$ cat src/period_timer_pkg.sv
`default_nettype none
package period_timer_pkg;
   localparam logic [7:0] ADDR_GLOBAL_INT = 8'h0B;
   localparam logic [7:0] ADDR_INT_FLAGS = 8'h0C;
   localparam logic [7:0] ADDR_COUNT = 8'h11;
   localparam logic [7:0] ADDR_CONTROL = 8'h12;
   localparam logic [7:0] ADDR_INT_ENABLES = 8'h8C;
   localparam logic [7:0] ADDR_PERIOD = 8'h92;

   localparam int GLOBAL_EN_BIT = 7;
   localparam int PERIPH_EN_BIT = 6;
   localparam int MATCH_FLAG_BIT = 1;

   localparam logic [7:0] COUNT_RESET = 8'h00;
   localparam logic [7:0] PERIOD_RESET = 8'hFF;
   localparam logic [7:0] ZERO_BYTE = 8'h00;
   localparam logic [7:0] COUNT_ONE = 8'h01;

   // instruction clock is the system clock divided by four
   localparam logic [1:0] PHASE_LAST = 2'h3;
   localparam logic [1:0] PHASE_ONE = 2'h1;
   localparam logic [3:0] PRE_LAST_DIV1 = 4'h0;
   localparam logic [3:0] PRE_LAST_DIV4 = 4'h3;
   localparam logic [3:0] PRE_LAST_DIV16 = 4'hF;
   localparam logic [3:0] SCALE_ZERO = 4'h0;
   localparam logic [3:0] SCALE_ONE = 4'h1;
   localparam logic [1:0] PRESCALE_DIV1 = 2'h0;
   localparam logic [1:0] PRESCALE_DIV4 = 2'h1;

   typedef struct packed {
      logic [3:0] output_postscale_field;
      logic timer_on_bit;
      logic [1:0] clock_prescale_field;
   } timer_ctrl_s;

   localparam timer_ctrl_s CTRL_RESET = '{output_postscale_field: 4'h0, timer_on_bit: 1'b0,
                                          clock_prescale_field: 2'h0};

   typedef struct packed {
      logic [7:0] addr;
      logic [7:0] wdata;
      logic wr;
      logic rd;
   } bus_req_s;
endpackage : period_timer_pkg
`default_nettype wire

$ cat src/period_match_timer_8bit.sv
// Contract
// [RULE_01] The counter advances from the instruction clock through a 1, 4 or 16 prescaler chosen by the prescale field.
// [RULE_02] The counter counts up from zero and returns to zero on the increment after it equals the period limit.
// [RULE_03] Each match passes a 4-bit postscaler whose output sets the match flag at bit 1 of the flag register.
// [RULE_04] The postscale field in control bits 6 to 3 selects a ratio of its value plus one.
// [RULE_05] The counter advances only while the timer-on bit is one.
// [RULE_06] A write to the counter or control register and any reset clear the prescale and postscale counts.
// [RULE_07] A write to the control register leaves the counter value as it was.
// [RULE_08] The counter is readable and writable and is zero after reset.
// [RULE_09] The period limit is readable and writable and is FFh after reset.
// [RULE_10] The counter and its match event are offered as the time base of the PWM unit.
// [RULE_11] Control bit 7 reads as zero and ignores writes.
// [RULE_12] The match flag stays set until software writes it to zero, and the request is high while flag and enable are set.
// [RULE_13] The postscaler counts matches, sets the flag at the chosen ratio and then restarts from zero.
//
// The plain strobed port was chosen for this implementation.
`default_nettype none
module period_match_timer_8bit (
   input wire logic i_ref_clk,
   input wire logic i_sys_rst,
   input wire period_timer_pkg::bus_req_s i_bus,
   output logic [7:0] o_rdata,
   output logic o_irq,
   output logic [7:0] o_pwm_count,
   output logic o_pwm_match
);
   import period_timer_pkg::*;

   logic [1:0] phase;
   logic [1:0] next_phase;
   logic [3:0] pre_cnt;
   logic [3:0] next_pre_cnt;
   logic [3:0] post_cnt;
   logic [3:0] next_post_cnt;
   logic [7:0] period_timer_count;
   logic [7:0] next_period_timer_count;
   logic [7:0] period_limit;
   logic [7:0] next_period_limit;
   timer_ctrl_s period_timer_control;
   timer_ctrl_s next_period_timer_control;
   logic timer_match_flag;
   logic next_timer_match_flag;
   logic timer_match_enable;
   logic next_timer_match_enable;
   logic global_en;
   logic next_global_en;
   logic periph_en;
   logic next_periph_en;
   logic [7:0] next_rdata;
   logic next_irq;
   logic next_pwm_match;

   logic inst_tick;
   logic [3:0] pre_last;
   logic inc;
   logic match;
   logic post_hit;
   logic wr_count;
   logic wr_ctrl;
   logic wr_flags;

   assign wr_count = i_bus.wr && (i_bus.addr == ADDR_COUNT);
   assign wr_ctrl = i_bus.wr && (i_bus.addr == ADDR_CONTROL);
   assign wr_flags = i_bus.wr && (i_bus.addr == ADDR_INT_FLAGS);

   // timing chain: instruction clock, prescaler, counter, postscaler
   always_comb begin
      next_phase = phase + PHASE_ONE;
      inst_tick = (phase == PHASE_LAST);
      case (period_timer_control.clock_prescale_field)
         PRESCALE_DIV1: pre_last = PRE_LAST_DIV1; // RULE_01
         PRESCALE_DIV4: pre_last = PRE_LAST_DIV4; // RULE_01
         default: pre_last = PRE_LAST_DIV16; // RULE_01
      endcase
      // a counter or control write in the same cycle wins over an increment, so the written value is never skewed
      inc = inst_tick && period_timer_control.timer_on_bit && (pre_cnt == pre_last)
            && !wr_count && !wr_ctrl; // RULE_05
      match = inc && (period_timer_count == period_limit); // RULE_02
      post_hit = match && (post_cnt == period_timer_control.output_postscale_field); // RULE_04

      next_pre_cnt = pre_cnt;
      if (wr_count || wr_ctrl) begin
         next_pre_cnt = SCALE_ZERO; // RULE_06
      end else if (inst_tick && period_timer_control.timer_on_bit) begin
         next_pre_cnt = (pre_cnt == pre_last) ? SCALE_ZERO : pre_cnt + SCALE_ONE; // RULE_01
      end

      next_post_cnt = post_cnt;
      if (wr_count || wr_ctrl) begin
         next_post_cnt = SCALE_ZERO; // RULE_06
      end else if (post_hit) begin
         next_post_cnt = SCALE_ZERO; // RULE_13
      end else if (match) begin
         next_post_cnt = post_cnt + SCALE_ONE; // RULE_13
      end

      next_period_timer_count = period_timer_count; // RULE_07
      if (wr_count) begin
         next_period_timer_count = i_bus.wdata; // RULE_08
      end else if (match) begin
         next_period_timer_count = COUNT_RESET; // RULE_02
      end else if (inc) begin
         next_period_timer_count = period_timer_count + COUNT_ONE; // RULE_02
      end
   end

   always_ff @(posedge i_ref_clk or posedge i_sys_rst) begin
      if (i_sys_rst) begin
         phase <= PHASE_LAST ^ PHASE_LAST;
         pre_cnt <= SCALE_ZERO; // RULE_06
         post_cnt <= SCALE_ZERO; // RULE_06
         period_timer_count <= COUNT_RESET; // RULE_08
      end else begin
         phase <= next_phase;
         pre_cnt <= next_pre_cnt;
         post_cnt <= next_post_cnt;
         period_timer_count <= next_period_timer_count;
      end
   end

   // software registers and the interrupt path
   always_comb begin
      next_period_limit = period_limit;
      next_period_timer_control = period_timer_control;
      next_timer_match_enable = timer_match_enable;
      next_global_en = global_en;
      next_periph_en = periph_en;
      if (i_bus.wr) begin
         case (i_bus.addr)
            ADDR_PERIOD: next_period_limit = i_bus.wdata; // RULE_09
            ADDR_CONTROL: next_period_timer_control = timer_ctrl_s'(i_bus.wdata[6:0]); // RULE_11
            ADDR_INT_ENABLES: next_timer_match_enable = i_bus.wdata[MATCH_FLAG_BIT];
            ADDR_GLOBAL_INT: begin
               next_global_en = i_bus.wdata[GLOBAL_EN_BIT];
               next_periph_en = i_bus.wdata[PERIPH_EN_BIT];
            end
            default: next_period_limit = period_limit;
         endcase
      end
      // a postscaler hit landing on the clearing write still sets the flag
      next_timer_match_flag = post_hit | (wr_flags ? i_bus.wdata[MATCH_FLAG_BIT] : timer_match_flag); // RULE_03
      next_irq = next_timer_match_flag && next_timer_match_enable; // RULE_12
      next_pwm_match = match; // RULE_10

      next_rdata = ZERO_BYTE;
      if (i_bus.rd) begin
         case (i_bus.addr)
            ADDR_COUNT: next_rdata = period_timer_count;
            ADDR_PERIOD: next_rdata = period_limit;
            ADDR_CONTROL: next_rdata = {1'b0, period_timer_control}; // RULE_11
            ADDR_INT_FLAGS: next_rdata = ZERO_BYTE | ({7'h00, timer_match_flag} << MATCH_FLAG_BIT);
            ADDR_INT_ENABLES: next_rdata = ZERO_BYTE | ({7'h00, timer_match_enable} << MATCH_FLAG_BIT);
            ADDR_GLOBAL_INT: next_rdata = ({7'h00, global_en} << GLOBAL_EN_BIT)
                                          | ({7'h00, periph_en} << PERIPH_EN_BIT);
            default: next_rdata = ZERO_BYTE;
         endcase
      end
   end

   always_ff @(posedge i_ref_clk or posedge i_sys_rst) begin
      if (i_sys_rst) begin
         period_limit <= PERIOD_RESET; // RULE_09
         period_timer_control <= CTRL_RESET;
         timer_match_flag <= 1'b0;
         timer_match_enable <= 1'b0;
         global_en <= 1'b0;
         periph_en <= 1'b0;
         o_rdata <= ZERO_BYTE;
         o_irq <= 1'b0;
         o_pwm_match <= 1'b0;
         o_pwm_count <= COUNT_RESET;
      end else begin
         period_limit <= next_period_limit;
         period_timer_control <= next_period_timer_control;
         timer_match_flag <= next_timer_match_flag;
         timer_match_enable <= next_timer_match_enable;
         global_en <= next_global_en;
         periph_en <= next_periph_en;
         o_rdata <= next_rdata;
         o_irq <= next_irq;
         o_pwm_match <= next_pwm_match;
         o_pwm_count <= next_period_timer_count; // RULE_10
      end
   end
endmodule : period_match_timer_8bit
`default_nettype wire

$ cat config.mk
export PLATFORM = sky130hd
export DESIGN_NAME = period_match_timer_8bit
export DESIGN_NICKNAME = d
export VERILOG_FILES = /design/src/period_timer_pkg.sv /design/src/period_match_timer_8bit.sv
export SDC_FILE = /design/constraint.sdc
export NUM_CORES = 1
export LEC_CHECK = 0
export ABC_AREA = 1
export ABC_CLOCK_PERIOD_IN_PS = 3200
export BUFFER_PORTS_ARGS = -buffer_cell sky130_fd_sc_hd__buf_2
export CAP_MARGIN = 10
export CORE_ASPECT_RATIO = 0.6
export CORE_MARGIN = 2
export CORE_UTILIZATION = 60
export CTS_CLUSTER_SIZE = 14
export DETAILED_ROUTE_END_ITERATION = 8
export MAX_ROUTING_LAYER = met4
export PLACE_DENSITY = 0.89
export REMOVE_ABC_BUFFERS = 1
export SLEW_MARGIN = 20
export SYNTH_ARGS = -nofsm -noshare
export SYNTH_HDL_FRONTEND = slang
export SYNTH_SLANG_ARGS = --single-unit
$ cat constraint.sdc
create_clock -name i_ref_clk -period 3.2 [get_ports i_ref_clk]
set_clock_uncertainty 0.05 [all_clocks]
set_input_delay 0.32 -clock i_ref_clk [delete_from_list [all_inputs] [get_ports i_ref_clk]]
set_output_delay 0.32 -clock i_ref_clk [all_outputs]
set_load 0.01 [all_outputs]
After elaboration in Yosys (flattened, before gate mapping)
Cells that the tools add are included.
{"block": "totals", "regBits": 47, "latchBits": 0, "mem_bits_rw": 0, "mem_bits_ro": 0, "inputBits": 20, "out_inout_bits": 18, "memories": 0}
{"block": "classes", "addsub": 4, "mul": 0, "div": 0, "order_cmp": 0, "n_eq_ne": 11, "shift": 0, "n_mux": 15, "bitwise_logic": 2, "n_reduce_logical": 20}
{"cell": "8-bit one-hot mux with 6 select lines", "count": 1}
{"cell": "8-bit 2-to-1 mux", "count": 4}
{"cell": "4-bit 2-to-1 mux", "count": 6}
{"cell": "8-bit by 4-bit == test with 1-bit output (second input constant)", "count": 2}
{"cell": "8-bit by 5-bit == test with 1-bit output (second input constant)", "count": 2}
{"cell": "8-bit == test (second input constant)", "count": 2}
{"cell": "1-bit logical AND", "count": 10}
{"cell": "4-bit by 1-bit adder with 4-bit output (second input constant)", "count": 2}
{"cell": "8-bit by 1-bit adder with 8-bit output (second input constant)", "count": 1}
{"cell": "4-bit == test", "count": 2}
{"cell": "8-bit == test", "count": 1}
{"cell": "8-bit by 7-bit OR with 8-bit output", "count": 1}
{"cell": "4-bit one-hot mux with 2 select lines", "count": 1}
{"cell": "2-bit AND reduction", "count": 3}
{"cell": "3-bit nonzero test", "count": 2}
{"cell": "1-bit 2-to-1 mux", "count": 3}
{"cell": "2-bit by 1-bit adder with 2-bit output (second input constant)", "count": 1}
{"cell": "2-bit by 1-bit == test with 1-bit output (second input constant)", "count": 1}
{"cell": "2-bit == test (second input constant)", "count": 1}
{"cell": "1-bit logical NOT", "count": 2}
{"cell": "2-bit logical NOT", "count": 1}
{"cell": "2-bit nonzero test", "count": 1}
{"cell": "1-bit logical OR", "count": 1}
{"cell": "1-bit OR", "count": 1}

Logic depth before layout (Yosys ltp)
{"block": "logic_depth", "depth_word": 10, "ltp_mapped": 11}

Least setup slack after synthesis
Ideal clock, no wire load.
{"block": "synth_path", "path_kind": "register to register", "start": "register phase[0]", "end": "register post_cnt[2]", "setup_ns": 0.118, "arrival_ns": 1.291, "path_slack_ns": 1.741, "path_stages_with_launch": 11, "path_buffers": 0, "synth_period_minus_slack_ns": 1.459, "path_cell_list": "dfrtp_1 -> ha_1 -> nand2_1 -> clkinv_1 -> nand2_1 -> nor2_2 -> nand2_8 -> nor2_8 -> nor2_4 -> nand2_1 -> nand2_1"}
{"block": "synth_between", "elab_chain_len": 9, "word_cells_on_any_way": 10}
{"element": "start, declared", "line_no": "period_match_timer_8bit.sv:29", "text": "logic [1:0] phase;"}
{"element": "start signal, assigned", "line_no": "period_match_timer_8bit.sv:109", "text": "phase <= PHASE_LAST ^ PHASE_LAST;"}
{"element": "start signal, assigned", "line_no": "period_match_timer_8bit.sv:114", "text": "phase <= next_phase;"}
{"element": "2-bit == test *", "line_no": "period_match_timer_8bit.sv:69", "text": "inst_tick = (phase == PHASE_LAST);"}
{"element": "1-bit logical AND * (2 in series)", "line_no": "period_match_timer_8bit.sv:76", "text": "inc = inst_tick && period_timer_control.timer_on_bit && (pre_cnt == pre_last)"}
{"element": "1-bit logical AND * (2 in series)", "line_no": "period_match_timer_8bit.sv:77", "text": "&& !wr_count && !wr_ctrl;"}
{"element": "1-bit logical AND *", "line_no": "period_match_timer_8bit.sv:78", "text": "match = inc && (period_timer_count == period_limit);"}
{"element": "net match", "line_no": "period_match_timer_8bit.sv:56", "text": "logic match;"}
{"element": "1-bit logical AND", "line_no": "period_match_timer_8bit.sv:79", "text": "post_hit = match && (post_cnt == period_timer_control.output_postscale_field);"}
{"element": "4-bit 2-to-1 mux", "line_no": "period_match_timer_8bit.sv:91", "text": "end else if (post_hit) begin"}
{"element": "4-bit 2-to-1 mux", "line_no": "period_match_timer_8bit.sv:89", "text": "if (wr_count || wr_ctrl) begin"}
{"element": "end signal, assigned", "line_no": "period_match_timer_8bit.sv:116", "text": "post_cnt <= next_post_cnt;"}
{"element": "end, declared", "line_no": "period_match_timer_8bit.sv:33", "text": "logic [3:0] post_cnt;"}
Mark *: on every way through the listed nets, which the timed path passes. The rest lies on a longest branch.
A chain may end at the register's enable or synchronous reset.

Worst setup path after layout
{"block": "layout_path", "start": "register phase[0]", "end": "register o_pwm_count[4]"}
{"block": "layout_between", "elab_chain_len": 8, "word_cells_on_any_way": 9}
{"element": "2-bit == test *", "line_no": "period_match_timer_8bit.sv:69"}
{"element": "1-bit logical AND * (2 in series)", "line_no": "period_match_timer_8bit.sv:76"}
{"element": "1-bit logical AND * (2 in series)", "line_no": "period_match_timer_8bit.sv:77"}
{"element": "1-bit logical AND", "line_no": "period_match_timer_8bit.sv:78"}
{"element": "8-bit 2-to-1 mux", "line_no": "period_match_timer_8bit.sv:100", "text": "end else if (match) begin"}
{"element": "8-bit 2-to-1 mux", "line_no": "period_match_timer_8bit.sv:98", "text": "if (wr_count) begin"}
{"element": "end signal, assigned", "line_no": "period_match_timer_8bit.sv:182", "text": "o_pwm_count <= next_period_timer_count;"}
{"element": "end, declared", "line_no": "period_match_timer_8bit.sv:24", "text": "output logic [7:0] o_pwm_count,"}
Every way passes the cells marked *; elsewhere a longest branch is shown, timed or not.

==> flow_summary.ini <==
[timing]
tightest_slew_ns = 0.9392
rsz0062_at_grt = false
period_minus_slack_ns = 1.712
relSlewSlack_pct = 37.30
tns_ns = 0
fmax_ghz = 0.5840
hold_viol_final = 0
finalSetupViolCount = 0
drv_slew = 0
period_share_pct = 53.51

[synth]
synth_cell_type_count = 34
yosys.area_share.adder_pct = 1.872
seq_area_frac_synth_pct = 44.36
synth.cell_area_um2 = 2674
synth_top_area_share_pct = 36.50
synth_most_common_cell = nand2_1
synth-compound-area-share_pct = 7.113
synth_edf_count = 0
avgSynthCellArea_um2 = 7.618
synthFlopType = dfrtp_1
synth.top_cells.by_count = nand2_1 (104), inv_1 (46), dfrtp_1 (39)
synth_warnings = 0
yosysTopAreaCell = dfrtp_1
synth_area_leaders = dfrtp_1 (36%), nand2_1 (15%), dfstp_2 (7.9%)
synth-async-reset-ratio_pct = 100.0
synth_cells = 351
synth_xor_area_share_pct = 4.586
synth_seq_cells = 47
synthMuxAreaShare_pct = 0
synthSimpleGateAreaFrac_pct = 33.22
synth_top_family_by_area = simple AND/OR/NAND/NOR gates

[power_and_ir_drop]
totalPowerFinal_mw = 1.276
leakagePower_nw = 1.676
vdd_ir_drop_max_uv = 295.5
p_per_area_nw_per_um2 = 421.4

[clock_tree]
clock_path_buffers = 2
h-tree-depth = 2
numCtsBuffers = 5
clock_latency_ns = 0.31
postCtsSetupRepairBufs = 0
ctsResizeCount = 0
clk_pin_slew_worst_paths_ns = 0.09
cts_root_buf = clkbuf_8
clock_sinks = 47
cts_hold_buffers = 0
cts_tree = yes

[detailed_routing]
dr.pass1.iters = 4
wl_mm = 6.010
drt-initial-drc-count = 217
ant_nets = 0
drc = 0
wire_per_inst_um = 13.30
viasPerCell = 5.248
vias = 2372

[setup_path]
cp_top_family = simple AND/OR/NAND/NOR gates
path_buf_inv = 1
max_stage_delay_ns = 0.35
cp.arrival_ns = 1.91
end_kind = flip-flop
crit_slowest_cell = dfrtp_1
cp_max_fo = 10
cp.required_ns = 3.40
crit_path_cell_trace = ha_1 > nand2_1 > clkinv_1 > nand2_1 > nor2_2 > nand2_8 > nor2_4 > nand3_1 > nand3_1
crit_path_start_kind = flip-flop
critPathKind = reg -> reg

[flow_run]
drv_cap = 0

[global_route]
grt_pass1_wl_mm = 10.46
grt_pass1_vias = 2210
antenna_found_initial = 0
grt_usage_pct = 27.01
grt_overflow_total = 0
grt_max_degree = 48

[cells_and_area]
antenna_cells = 0
instances_no_fill = 452
nets = 415
fin_area_um2 = 3028
drive_gt1_share_pct = 21.68
syn_to_final_growth_pct = 13.24
fillers = 341

[place]
hpwl_mm = 4.530
portBuffers = 37
gp_congestion = 0.9017
dp.cells = 444
dpl-instance-area_um2 = 2915

[die]
fp.dieW_um = 90.18
rows = 18
coreArea_um2 = 4189
start_util_pct = 63.83
ioPinCount = 38
die_h_um = 55.71
die-area_um2 = 5024

[status]
status = finished, final reports clean

[worst_hold_path]
hold_path.class = in -> async
area by class of cell:
cell class / count / area (um^2) / area share [%]
inverters: 58 / 217.7 / 7.190
well taps: 60 / 75.07 / 2.479
multi-input cells: 242 / 1251 / 41.32
clock buffers: 5 / 68.82 / 2.273
flip-flops and latches: 47 / 1186 / 39.17
clock inverters: 3 / 43.79 / 1.446
repair buffers: 37 / 185.2 / 6.116
power by group:
part,internal [mW],switching (mW),total [mW],leakage (nW)
Combinational,0.0639,0.111,0.175,1.01
Clock,0.233,0.208,0.441,0.0581
Sequential,0.626,0.0343,0.661,0.606
final timing paths:
kind                                     from                          to  slack, ns  depth (start not counted)
max                        phase[0]$_DFF_PP0_  o_pwm_count[4]$_DFFE_PP0P_       1.49                          9
min                                 i_sys_rst        o_rdata[5]$_DFF_PP0_       0.17                          2
max reg2reg                phase[0]$_DFF_PP0_  o_pwm_count[4]$_DFFE_PP0P_       1.49                          9
min reg2reg                phase[0]$_DFF_PP0_          phase[0]$_DFF_PP0_       0.38                          1
max in group asynchronous           i_sys_rst          phase[1]$_DFF_PP0_       2.35                          2
min in group i_ref_clk               i_bus[9]  o_pwm_count[7]$_DFFE_PP0P_       0.19                          3
sequential cells by signal, indices dropped and copies added (netlist names), 2 cells and up:
register	count
post_cnt	4
phase	2
o_pwm_count	8
period_limit	8
o_rdata	8
pre_cnt	4
period_timer_control	7
kinds of logic after synthesis:
family | count (synthesis)
buffers and inverters | 62
adder cells (fa/ha/maj) | 4
flip-flops | 47
AO/OA/AOI/OAI | 33
AND/OR/NAND/NOR | 191
XOR/XNOR | 14
metrics by stage:
| stage | utilization [%] | hold WS (ns) | setup WS, ns |
|---|---|---|---|
| global placement | 69.59 | 0.3654 | 1.544 |
| finish | 72.28 | 0.1667 | 1.488 |
| floorplan | - | 0.3506 | 1.727 |
| CTS | 72.28 | 0.1941 | 1.529 |
| detailed placement | 69.59 | 0.3664 | 1.507 |
| global route | 72.28 | 0.2119 | 1.360 |
cell usage in the layout (no fill, tap or decap), types with 8 or more instances in the layout:
master,Yosys,routed
o21ai_0,8,8
nand2_2,8,8
nand2_1,104,104
dfstp_2,8,8
nand3_1,34,34
xor2_1,8,8
inv_2,11,12
o21ai_1,15,15
dfrtp_1,39,39
buf_2,2,37
nor2_1,24,24
inv_1,46,45
per-layer routing:
metal	wire length [um]	GRT usage, %	vias up	share of wire, %
met5	0	-	-	0
met4	65	7.033	0	1.1
met2	2673	40.39	81	44
met1	2820	37.18	1099	47
met3	451	6.911	11	7.5
li1	-	-	1181	-
Note: power is estimated with default switching activity, not from simulation.
